### src/core/sba_pkg.sv
// Shared constants and types for the system bus arbiter and its timeout log
package sba_pkg;
  localparam int          SBA_MASTERS     = 4;
  localparam int          SBA_LOGGED      = 3;
  localparam int          SBA_AW          = 32;
  localparam int          SBA_DCR_AW      = 10;
  // Register offsets on the device control register port
  localparam logic [9:0]  SBA_OFF_STATUS  = 10'h084;
  localparam logic [9:0]  SBA_OFF_ADDR    = 10'h086;
  localparam logic [9:0]  SBA_OFF_CTRL    = 10'h087;
  // Control register fields and reset value
  localparam int          SBA_CTL_MODE    = 0;
  localparam int          SBA_CTL_ORD_LO  = 1;
  localparam int          SBA_CTL_HBU     = 4;
  localparam logic [4:0]  SBA_CTL_RESET   = 5'h00;
  localparam logic [2:0]  SBA_ORD_LAST    = 3'h3;
  // Status nibble layout per logged master
  localparam int          SBA_ST_FLAG     = 0;
  localparam int          SBA_ST_DIR      = 1;
  localparam int          SBA_ST_FLK      = 2;
  localparam int          SBA_ST_ALK      = 3;
  localparam int          SBA_ST_STRIDE   = 4;
  // Timeout figure in bus cycles
  localparam int          SBA_TIMEOUT_CYC = 16;

  typedef struct packed {
    logic              req;
    logic              rnw;
    logic [SBA_AW-1:0] addr;
  } sba_mreq_s;

  typedef struct packed {
    logic       high_utilization_enable;
    logic [2:0] order;
    logic       fair;
  } sba_ctrl_s;
endpackage

### src/core/sba_arbiter.sv
// High-speed system bus arbiter with timeout error logging
// Operation
// (RL1) Control bit 0: 0 fixed priority, 1 fair rotation among requesters.
// (RL2) Bits 1:3 pick ranking 0125, 1250, 2501, 5012; codes 4-7 reserved.
// (RL3) Control bit 4 enables high utilization; bits 5-31 read zero.
// (RL4) Error address register captures the full 32-bit timed-out address.
// (RL5) Timeout flags for masters 0, 1, 2 at status bits 0, 4, 8.
// (RL6) Direction bits 1, 5, 9 record failing op: 0 write, 1 read.
// (RL7) Field lock bits 2, 6, 10 read 1 while that slot is locked.
// (RL8) Address lock bits 3, 7, 11 show who owns the captured address.
// (RL9) Slots: 0 instruction fetch, 1 data access, 2 external master.
// (RL10) Locked fields and address are not overwritten until software clears.
// (RL11) Software clears serviced status so later timeouts are captured.
module sba_arbiter
  import sba_pkg::*;
#(
  parameter int TIMEOUT_CYC = SBA_TIMEOUT_CYC
)
(
  // Clock and reset
  input  wire logic                  ref_clk_i,
  input  wire logic                  rstn_i,
  // Masters 0,1,2,5 on indices 0..3
  input  wire sba_mreq_s [3:0]       mreq_i,
  output logic           [3:0]       gnt_o,
  output logic           [3:0]       tmo_o,
  // Device control register port
  input  wire logic [SBA_DCR_AW-1:0] dcr_addr_i,
  input  wire logic                  dcr_read_i,
  input  wire logic                  dcr_write_i,
  input  wire logic [31:0]           dcr_wdata_i,
  output logic      [31:0]           dcr_rdata_o,
  output logic                       dcr_ack_o
);
  localparam int CW = $clog2(TIMEOUT_CYC + 1);
  localparam logic [CW-1:0] TMO_LAST = CW'(TIMEOUT_CYC - 1);

  initial begin
    if (TIMEOUT_CYC < 2) $error("TIMEOUT_CYC must be at least 2");
  end

  typedef enum logic [1:0] {IDLE, GAP, OWNED} sba_state_e;

  sba_state_e      st_q;
  sba_ctrl_s       ctrl_q;
  logic [1:0]      own_q, last_q;
  logic [CW-1:0]   cnt_q;
  logic [31:0]     ear_q;
  logic [31:0]     rdata_q;
  logic            ack_q;
  logic [11:0]     status;

  // Register decode
  wire sel_st   = dcr_addr_i == SBA_OFF_STATUS;
  wire sel_ad   = dcr_addr_i == SBA_OFF_ADDR;
  wire sel_ct   = dcr_addr_i == SBA_OFF_CTRL;
  wire wr_ct    = dcr_write_i & sel_ct;
  wire wr_st    = dcr_write_i & sel_st;

  // Arbitration base: reserved codes fall back to the first ranking
  wire [1:0] fix_base = (ctrl_q.order <= SBA_ORD_LAST) ?
                        ctrl_q.order[1:0] : 2'h0; // RL2
  wire [1:0] base     = ctrl_q.fair ? 2'(last_q + 2'h1) : fix_base; // RL1

  logic       win_v;
  logic [1:0] win;
  always_comb begin
    logic [1:0] cand;
    cand  = 2'h0;
    win_v = 1'b0;
    win   = 2'h0;
    for (int p = SBA_MASTERS - 1; p >= 0; p--) begin
      cand = 2'(base + 2'(p));
      if (mreq_i[cand].req) begin
        win_v = 1'b1;
        win   = cand;
      end
    end
  end

  wire owner_req = mreq_i[own_q].req;
  wire timeout   = (st_q == OWNED) && owner_req && (cnt_q == TMO_LAST);
  wire release_b = (st_q == OWNED) && (!owner_req || timeout);
  wire can_grant = (st_q == IDLE) || (st_q == GAP && ctrl_q.high_utilization_enable);

  // Arbitration and tenure timing
  always_ff @(posedge ref_clk_i or negedge rstn_i) begin
    if (!rstn_i) begin
      st_q   <= IDLE;
      own_q  <= 2'h0;
      last_q <= 2'h3;
      cnt_q  <= '0;
    end else begin
      case (st_q)
        IDLE: begin
          if (win_v) begin
            st_q   <= OWNED;
            own_q  <= win;
            last_q <= win;
            cnt_q  <= '0;
          end
        end
        GAP: begin
          // High utilization lets the next master in without the idle cycle
          if (ctrl_q.high_utilization_enable && win_v) begin // RL3
            st_q   <= OWNED;
            own_q  <= win;
            last_q <= win;
            cnt_q  <= '0;
          end else begin
            st_q <= IDLE;
          end
        end
        OWNED: begin
          if (release_b) st_q <= GAP;
          else cnt_q <= CW'(cnt_q + 1'b1);
        end
        default: st_q <= IDLE;
      endcase
    end
  end

  always_comb begin
    gnt_o = 4'h0;
    tmo_o = 4'h0;
    if (st_q == OWNED) begin
      gnt_o[own_q] = 1'b1;
      tmo_o[own_q] = timeout;
    end
  end

  // Timeout logging for masters 0..2; DMA timeouts are not logged
  wire any_alk   = status[SBA_ST_ALK] |
                   status[SBA_ST_STRIDE + SBA_ST_ALK] |
                   status[2*SBA_ST_STRIDE + SBA_ST_ALK];
  wire addr_take = ~any_alk; // RL10

  for (genvar m = 0; m < SBA_LOGGED; m++) begin : g_slot
    sba_err_slot u_slot (
      .ref_clk_i   (ref_clk_i),
      .rstn_i      (rstn_i),
      .tmo_i       (tmo_o[m]), // RL9
      .rnw_i       (mreq_i[m].rnw),
      .addr_take_i (addr_take),
      .clr_i       (wr_st ? dcr_wdata_i[m*SBA_ST_STRIDE +: 4] : 4'h0), // RL11
      .slot_o      (status[m*SBA_ST_STRIDE +: 4])
    );
  end

  wire log_tmo = |tmo_o[SBA_LOGGED-1:0];

  // Control and error address registers
  always_ff @(posedge ref_clk_i or negedge rstn_i) begin
    if (!rstn_i) begin
      ctrl_q <= sba_ctrl_s'(SBA_CTL_RESET);
      ear_q  <= 32'h0000_0000;
    end else begin
      if (wr_ct) begin
        ctrl_q.fair  <= dcr_wdata_i[SBA_CTL_MODE]; // RL1
        ctrl_q.order <= dcr_wdata_i[SBA_CTL_ORD_LO +: 3]; // RL2
        ctrl_q.high_utilization_enable   <= dcr_wdata_i[SBA_CTL_HBU]; // RL3
      end
      if (log_tmo && addr_take) ear_q <= mreq_i[own_q].addr; // RL4
    end
  end

  // Read data and acknowledge, one cycle after the strobe
  wire [31:0] rd_mux = sel_st ? {20'h0_0000, status} :
                       sel_ad ? ear_q :
                       sel_ct ? {27'h000_0000, ctrl_q} : 32'h0000_0000;

  always_ff @(posedge ref_clk_i or negedge rstn_i) begin
    if (!rstn_i) begin
      rdata_q <= 32'h0000_0000;
      ack_q   <= 1'b0;
    end else begin
      ack_q <= dcr_read_i | dcr_write_i;
      if (dcr_read_i) rdata_q <= rd_mux;
    end
  end

  assign dcr_rdata_o = rdata_q;
  assign dcr_ack_o   = ack_q;
endmodule

### src/core/sba_err_slot.sv
// Per-master timeout status slot: flag, direction, field and address locks
module sba_err_slot
  import sba_pkg::*;
(
  // Clock and reset
  input  wire logic       ref_clk_i,
  input  wire logic       rstn_i,
  // Event from the arbiter
  input  wire logic       tmo_i,
  input  wire logic       rnw_i,
  input  wire logic       addr_take_i,
  // Software write-one-to-clear
  input  wire logic [3:0] clr_i,
  // Slot contents
  output logic      [3:0] slot_o
);
  logic flag_q, dir_q, flk_q, alk_q;
  wire  upd = tmo_i & ~flk_q; // RL10

  always_ff @(posedge ref_clk_i or negedge rstn_i) begin
    if (!rstn_i) begin
      flag_q <= 1'b0;
      dir_q  <= 1'b0;
      flk_q  <= 1'b0;
      alk_q  <= 1'b0;
    end else begin
      // Hardware set wins over a clear in the same cycle
      flag_q <= upd | (flag_q & ~clr_i[SBA_ST_FLAG]); // RL5
      dir_q  <= upd ? rnw_i : (dir_q & ~clr_i[SBA_ST_DIR]); // RL6
      flk_q  <= upd | (flk_q & ~clr_i[SBA_ST_FLK]); // RL7
      alk_q  <= (tmo_i & addr_take_i) | (alk_q & ~clr_i[SBA_ST_ALK]); // RL8
    end
  end

  assign slot_o = {alk_q, flk_q, dir_q, flag_q};
endmodule

### config.mk
export PLATFORM = sky130hd
export DESIGN_NAME = sba_arbiter
export DESIGN_NICKNAME = d
export VERILOG_FILES = /design/src/core/sba_pkg.sv /design/src/core/sba_arbiter.sv /design/src/core/sba_err_slot.sv
export SDC_FILE = /design/constraint.sdc
export NUM_CORES = 1
export LEC_CHECK = 0
export BUFFER_PORTS_ARGS = -buffer_cell sky130_fd_sc_hd__buf_2
export CAP_MARGIN = 25
export CORE_MARGIN = 2
export CORE_UTILIZATION = 35
export CTS_CLUSTER_SIZE = 40
export DETAILED_ROUTE_END_ITERATION = 8
export SLEW_MARGIN = 20
export SYNTH_ARGS = -nofsm -noshare
export SYNTH_HDL_FRONTEND = slang
export SYNTH_SLANG_ARGS = --single-unit
### constraint.sdc
create_clock -name ref_clk_i -period 2.6 [get_ports ref_clk_i]
set_input_delay 0.13 -clock ref_clk_i [delete_from_list [all_inputs] [get_ports ref_clk_i]]
set_output_delay 0.13 -clock ref_clk_i [all_outputs]
set_load 0.05 [all_outputs]
======== Word-level counts from Yosys, hierarchy flattened ========
Index checks and enable logic that the tools add are counted.
storage, ports and cells
  memories ................................ 0
  bits in registers ....................... 93
  input port bits ......................... 182
  bits in read-only memories .............. 0
  RAM bits ................................ 0
  output and inout port bits .............. 41
  latch bits .............................. 0
cells by class
  $mul .................................... 0
  add/sub/neg operators ................... 5
  mux-type cells .......................... 44
  equal/unequal tests ..................... 10
  bitwise operators ....................... 49
  magnitude comparators ................... 7
  shifts and indexed selects .............. 0
  reductions and logical operators ........ 15
  div/mod/pow operators ................... 0
operators with widths
  cell                                                                               count
  34-bit binary-select mux with 2-bit select                                         5
  34-bit 2-to-1 mux                                                                  5
  32-bit 2-to-1 mux                                                                  2
  10-bit by 8-bit equality test with 1-bit output (second input constant)            3
  2-bit 2-to-1 mux                                                                   11
  1-bit bitwise AND                                                                  20
  4-bit 2-to-1 mux                                                                   5
  5-bit 2-to-1 mux                                                                   4
  1-bit NOT                                                                          16
  2-bit by 3-bit < comparator with 1-bit output (second input constant)              5
  5-bit case mux with 3 select lines                                                 1
  1-bit bitwise OR                                                                   12
  1-bit 2-to-1 mux                                                                   8
  1-bit logical AND                                                                  6
  2-bit inequality test (second input constant)                                      3
  2-bit case mux with 3 select lines                                                 1
  5-bit by 1-bit adder with 5-bit output (second input constant)                     1
  5-bit by 4-bit equality test with 1-bit output (second input constant)             1
  2-bit by 1-bit adder with 2-bit output (second input constant)                     2
  2-bit adder (second input constant)                                                2
  4-bit bitwise AND                                                                  1
  2-bit case mux with 2 select lines                                                 1
  4-bit AND reduction                                                                1
  3-bit by 2-bit less-or-equal comparator with 1-bit output (second input constant)  1
  13 further kinds                                                                   13

======== Logic depth before layout (Yosys ltp) ========
  depth after elaboration ................. 13
  mapped depth ............................ 10

======== Modules after synthesis ========
From an unflattened synthesis, not the netlist that was laid out.
second synthesis, totals
  cell total of the unflattened synthesis .. 429
  area total of the unflattened synthesis .. 5,053.6 µm²
by module, submodules not included
  module        area an instance (µm²)  cells each  seq. area each (µm²)  times used
  sba_arbiter   4,468.0                 375         2,029.4               1
  sba_err_slot  195.2                   18          100.1                 3

======== Worst setup path after synthesis ========
No wires, ideal clock.
  kind .................................... flip-flop to output port
  start ................................... register own_q[0]
  end ..................................... output port gnt_o[0]
  path slack .............................. 489 ps
  stages on the path, launching flop included .. 4
  data required time ...................... 2,470 ps
  data arrival time ....................... 1,981 ps
  cells stage by stage .................... dfrtp_1 > buf_2 > buf_1 > nor3_1
on the way
  word-level cells in the longest chain between the ends .. 5
ends and longest elaborated chain
  element                                                                                                                                       line                text
  start, declared                                                                                                                               sba_arbiter.sv:46   logic [1:0] own_q, last_q;
  start signal, assigned                                                                                                                        sba_arbiter.sv:98   own_q <= win;
  start signal, assigned                                                                                                                        sba_arbiter.sv:107  own_q <= win;
  2-bit by 3-bit < comparator with 1-bit output (not written as such) / 2-bit by 1-bit >= comparator with 1-bit output (equally long branches)  sba_arbiter.sv:127  gnt_o[own_q] = 1'b1;
  1-bit logical AND (not written as such)                                                                                                       sba_arbiter.sv:127
  1-bit 2-to-1 mux (not written as such)                                                                                                        sba_arbiter.sv:127
  1-bit demux with 2-bit select *                                                                                                               sba_arbiter.sv:127
  4-bit 2-to-1 mux *                                                                                                                            sba_arbiter.sv:126  if (st_q == OWNED) begin
  end, declared                                                                                                                                 sba_arbiter.sv:25   output logic [3:0] gnt_o,
Every way passes the cells marked *; elsewhere a longest branch is shown, timed or not.

======== Final worst setup path ========
  start ................................... register cnt_q[0]
  end ..................................... output port tmo_o[2]
on the way
  word-level cells in the longest chain between the ends .. 4
ends and longest elaborated chain
  element                                         line                text
  start, declared                                 sba_arbiter.sv:47   logic [CW-1:0] cnt_q;
  start signal, assigned                          sba_arbiter.sv:116  else cnt_q <= CW'(cnt_q + 1'b1);
  5-bit by 4-bit equality test with 1-bit output  sba_arbiter.sv:82   wire timeout = (st_q == OWNED) && owner_req && (cnt_q == TMO_LAST);
  1-bit logical AND                               sba_arbiter.sv:82
  4-bit bitwise AND (no line)                     -
  4-bit 2-to-1 mux                                sba_arbiter.sv:126
  end, declared                                   sba_arbiter.sv:26   output logic [3:0] tmo_o,
Every way passes these cells.

==> results summary <==
The worst path required time is 2.47 ns. The path class of the tightest hold or removal check is input port to register. The detailed-route via count came out at 4042. The buffer depth of the longest clock path is 2. The placer's final routability congestion estimate is 0.818.

The number of buffers created by CTS came out at 9. The detail-routed net length per standard cell is 16.6 um. In the routed design, unresolved DRC markers number 0. The via count of the first global-routing pass came out at 4041.

The maximum fanout along the worst path came out at 5. The count of unique library cells instantiated by Yosys is 51. The I/O pin count came out at 223. The worst register-to-register path has a depth of 8.

Data on the critical path arrives at its endpoint at 2.13 ns. The area growth from synthesis to final layout is 28.4%. The largest net degree at the start of global routing is 56. The worst setup path is of the register to primary output kind. Per report_power, the combinational group accounts for 28.5% of the total. Multiplexer cells account for 9.49% of the synthesized area.

The largest clock skew in the final design came out at 0.00488 ns. Detailed placement ended at an HPWL of 9280 um. The total power divided by cell area came out at 693 mW/mm^2.

The antenna diode instance count is 0. The post-CTS setup-driven buffer insertion count came out at 0. The share of total power dissipated in sequential elements is 38.9%. The first global-routing pass estimated 20700 um of wire.

The total routing resource utilization after global routing is 18.5%. The total wire length after detailed routing came out at 13000 um. The number of clock sinks came out at 93.

The worst setup margin came out at 0.339 ns. The category of the worst setup path capture point is a primary output. The worst hold path was traced through 2 stages. The prevailing post-synth register cell is dfrtp_1. The fraction of synthesized cell area taken by the top area cell type is 48.8%.

A synthesized cell averages 10.6 um^2. The number of endpoints failing setup at the final stage is 0. For this run, the detailed router's first-pass iteration total came to 4. The max-capacitance violation count is 0.

The peak ir drop on the vdd network is 0.000393 V. The post-synth net total is 624. The final sum of negative setup slack came out at 0 ns.

After synthesis, the share of flip-flops with an asynchronous set or reset is 100%. After floorplanning, the core was divided into 42 placement rows. The worst-margin pin slew is 0.640 ns. STA classifies the critical path startpoint as a register.

The clock network accounts for 32.6% of the total power. The number of antenna violations at the first check in global routing came out at 0. The library cell with the highest instance count after synthesis is dfrtp_1. The worst path uses 87.0% of the clock period. The run finished with clean final reports. Buffers placed on the I/O ports in this run total 169. The number of max-slew violations in the final report is 0. The tightest slew margin relative to the limit is 57.0%.

Setup repair after global routing left no endpoint under its margin. The clock-pin slew reported for the worst setup and hold paths after clock tree synthesis is 0.07 ns. The post-synthesis compound-gate area fraction is 21.0%.

The synthesized design contains 0 enable-type register cells. From left edge to right edge, the die measures 119 um. After Yosys synthesis, XOR and XNOR cells account for 0.563% of the synthesized area. Ranked by instance count, the synthesized netlist is headed by dfrtp_1 (91), a22o_1 (55), nand2_1 (52).

The clock root buffer is clkbuf_16. The violation count after the first detailed-routing iteration came out at 244. The area share of and/or/nand/nor cells after synthesis is 14.1%.

Net switching is 33.5% of the power. The area of the die is 0.0143 mm^2. Sorting the synthesized cells by area gives the leading types as dfrtp_1 (49%), a22o_1 (10%), mux2i_1 (7.1%).

The number of nets with antenna violations after routing is 0. The internal power component is 2.76 mW. The leakage power came out at 3.05 nW.

The fraction of the yosys area taken by sequential cells came out at 49.9%. Based on the critical path, the design can be clocked at up to 442 MHz. The total grt overflow is 0. After layout, the minimum clock period comes to 2.26 ns. The via-per-instance ratio came out at 5.18. The Yosys warning count is 0. The final-stage net count came out at 783. The biggest area contributor in the post-synthesis netlist is dfrtp_1. The number of endpoints with negative hold slack in the final report is 0.

The switching power came out at 1.39 mW. The clock insertion delay at the later pin of the skew report came out at 0.34 ns. The count of mapped cells out of synthesis came out at 440. The number of register bits inferred by synthesis came out at 93. The maximum level of the CTS H-tree came out at 3. The fraction of the mapped netlist area in adder cells came out at 0.536%.

From bottom edge to top edge, the die measures 119 um. The starting density of the core is 35.5%. In this run the cell area of the synthesized design comes to 0.00467 mm^2. After synthesis, the largest family of logic cells by area is compound AO/OA/AOI/OAI gates. The CTS tree is done.

The worst slack after detailed placement came out at 0.400 ns. The region available for standard cell placement spans 0.0131 mm^2. Of the cells placed in the final design, the portion with a size suffix greater than 1 is 36.3%.
-- stage by stage --
stage	instances	utilization, %	power (mW)	instance area, um^2	hold WS (ns)
after floorplan	440	-	2.42	4670	-0.166
after global placement	762	43.1	2.80	5660	0.126
after detailed placement	762	43.1	2.84	5660	0.135
after CTS	780	45.6	4.19	5990	0.00450
after global routing	780	45.6	4.38	5990	0.0136
final	780	45.6	4.15	5990	0.00852
-- final cells by class --
cell class              instances  area (um^2)
fillers                      1252         7150
well taps                     176          220
inverters                       8         30.0
multi-input cells             305         2130
flip-flops and latches         93         2330
repair buffers                182          963
clock buffers                  10          239
clock inverters                 6         71.3
-- final timing paths --
kind	start	end	slack (ns)
worst max-delay path	cnt_q[0]	tmo_o[2]	0.34
worst min-delay path	dcr_write_i	dcr_ack_o	0.009
worst max register to register	cnt_q[0]	g_slot[1].u_slot.dir_q	0.38
worst min register to register	g_slot[2].u_slot.flag_q	g_slot[2].u_slot.flag_q	0.48
max in group asynchronous	rstn_i	ctrl_q[2]	1.62
min in group asynchronous	rstn_i	dcr_rdata_o[14]	0.29
-- cells by family (layout without fill, tap and decap cells) --
family / Yosys count / after routing
and+or+nand+nor: 125 / 125
buffers and inverters: 42 / 206
xor gates and xnor gates: 3 / 3
muxes: 42 / 42
AOI/OAI and AO/OA: 133 / 133
DFF: 93 / 93
adders and majority gates: 2 / 2
-- state kept, by name, indices dropped and copies added, names as in the netlist, 2 cells and up --
name                  count
g_slot.u_slot.alk_q       3
g_slot.u_slot.dir_q       3
own_q                     2
g_slot.u_slot.flag_q      3
ctrl_q                    5
st_q                      2
ear_q                    32
g_slot.u_slot.flk_q       3
dcr_rdata_o              32
cnt_q                     5
last_q                    2
-- cells in the final DEF (no fill, tap or decap), types with 6 or more instances in the layout --
cell type,instances
buf_2,168
dfrtp_1,90
a22o_1,55
nand2_1,52
o21ai_0,39
mux2i_1,33
nor2b_1,14
nor2_1,14
buf_4,11
a21o_1,9
clkbuf_16,9
inv_1,8
mux2_2,8
a21oi_1,8
a221o_1,7
nand2b_1,6
and3_1,6
-- worst max-delay path, cell delays in order (launching register included) --
cell	delay [ns]
dfrtp_1	0.40
ha_1	0.18
and3_1	0.17
ha_1	0.14
inv_1	0.06
nor2_1	0.25
and3_1	0.28
buf_2	0.30
-- metal layers --
| layer | track usage [%] | part of all wire (%) | vias to the layer above |
|---|---|---|---|
| li1 | - | - | 1935 |
| met1 | 25.2 | 46 | 1974 |
| met2 | 29.9 | 47 | 123 |
| met3 | 3.88 | 5.7 | 10 |
| met4 | 5.22 | 1.1 | 0 |
| met5 | 0 | 0 | - |
-- repair_timing --
action	in CTS	in global routing
hold buffers	2	0
hold endpoints to repair	37	0
resized for setup	0	0
-- power by group through the flow --
stage	Sequential (mW)	Combinational, mW	Clock (mW)
6_report	1.62	1.18	1.35
2_1_floorplan	1.59	0.827	0
3_3_place_gp	1.64	1.16	0
4_1_cts	1.62	1.20	1.38
5_1_grt	1.63	1.30	1.45
3_5_place_dp	1.64	1.19	0
No activity file was read; power rests on OpenSTA's default activity.
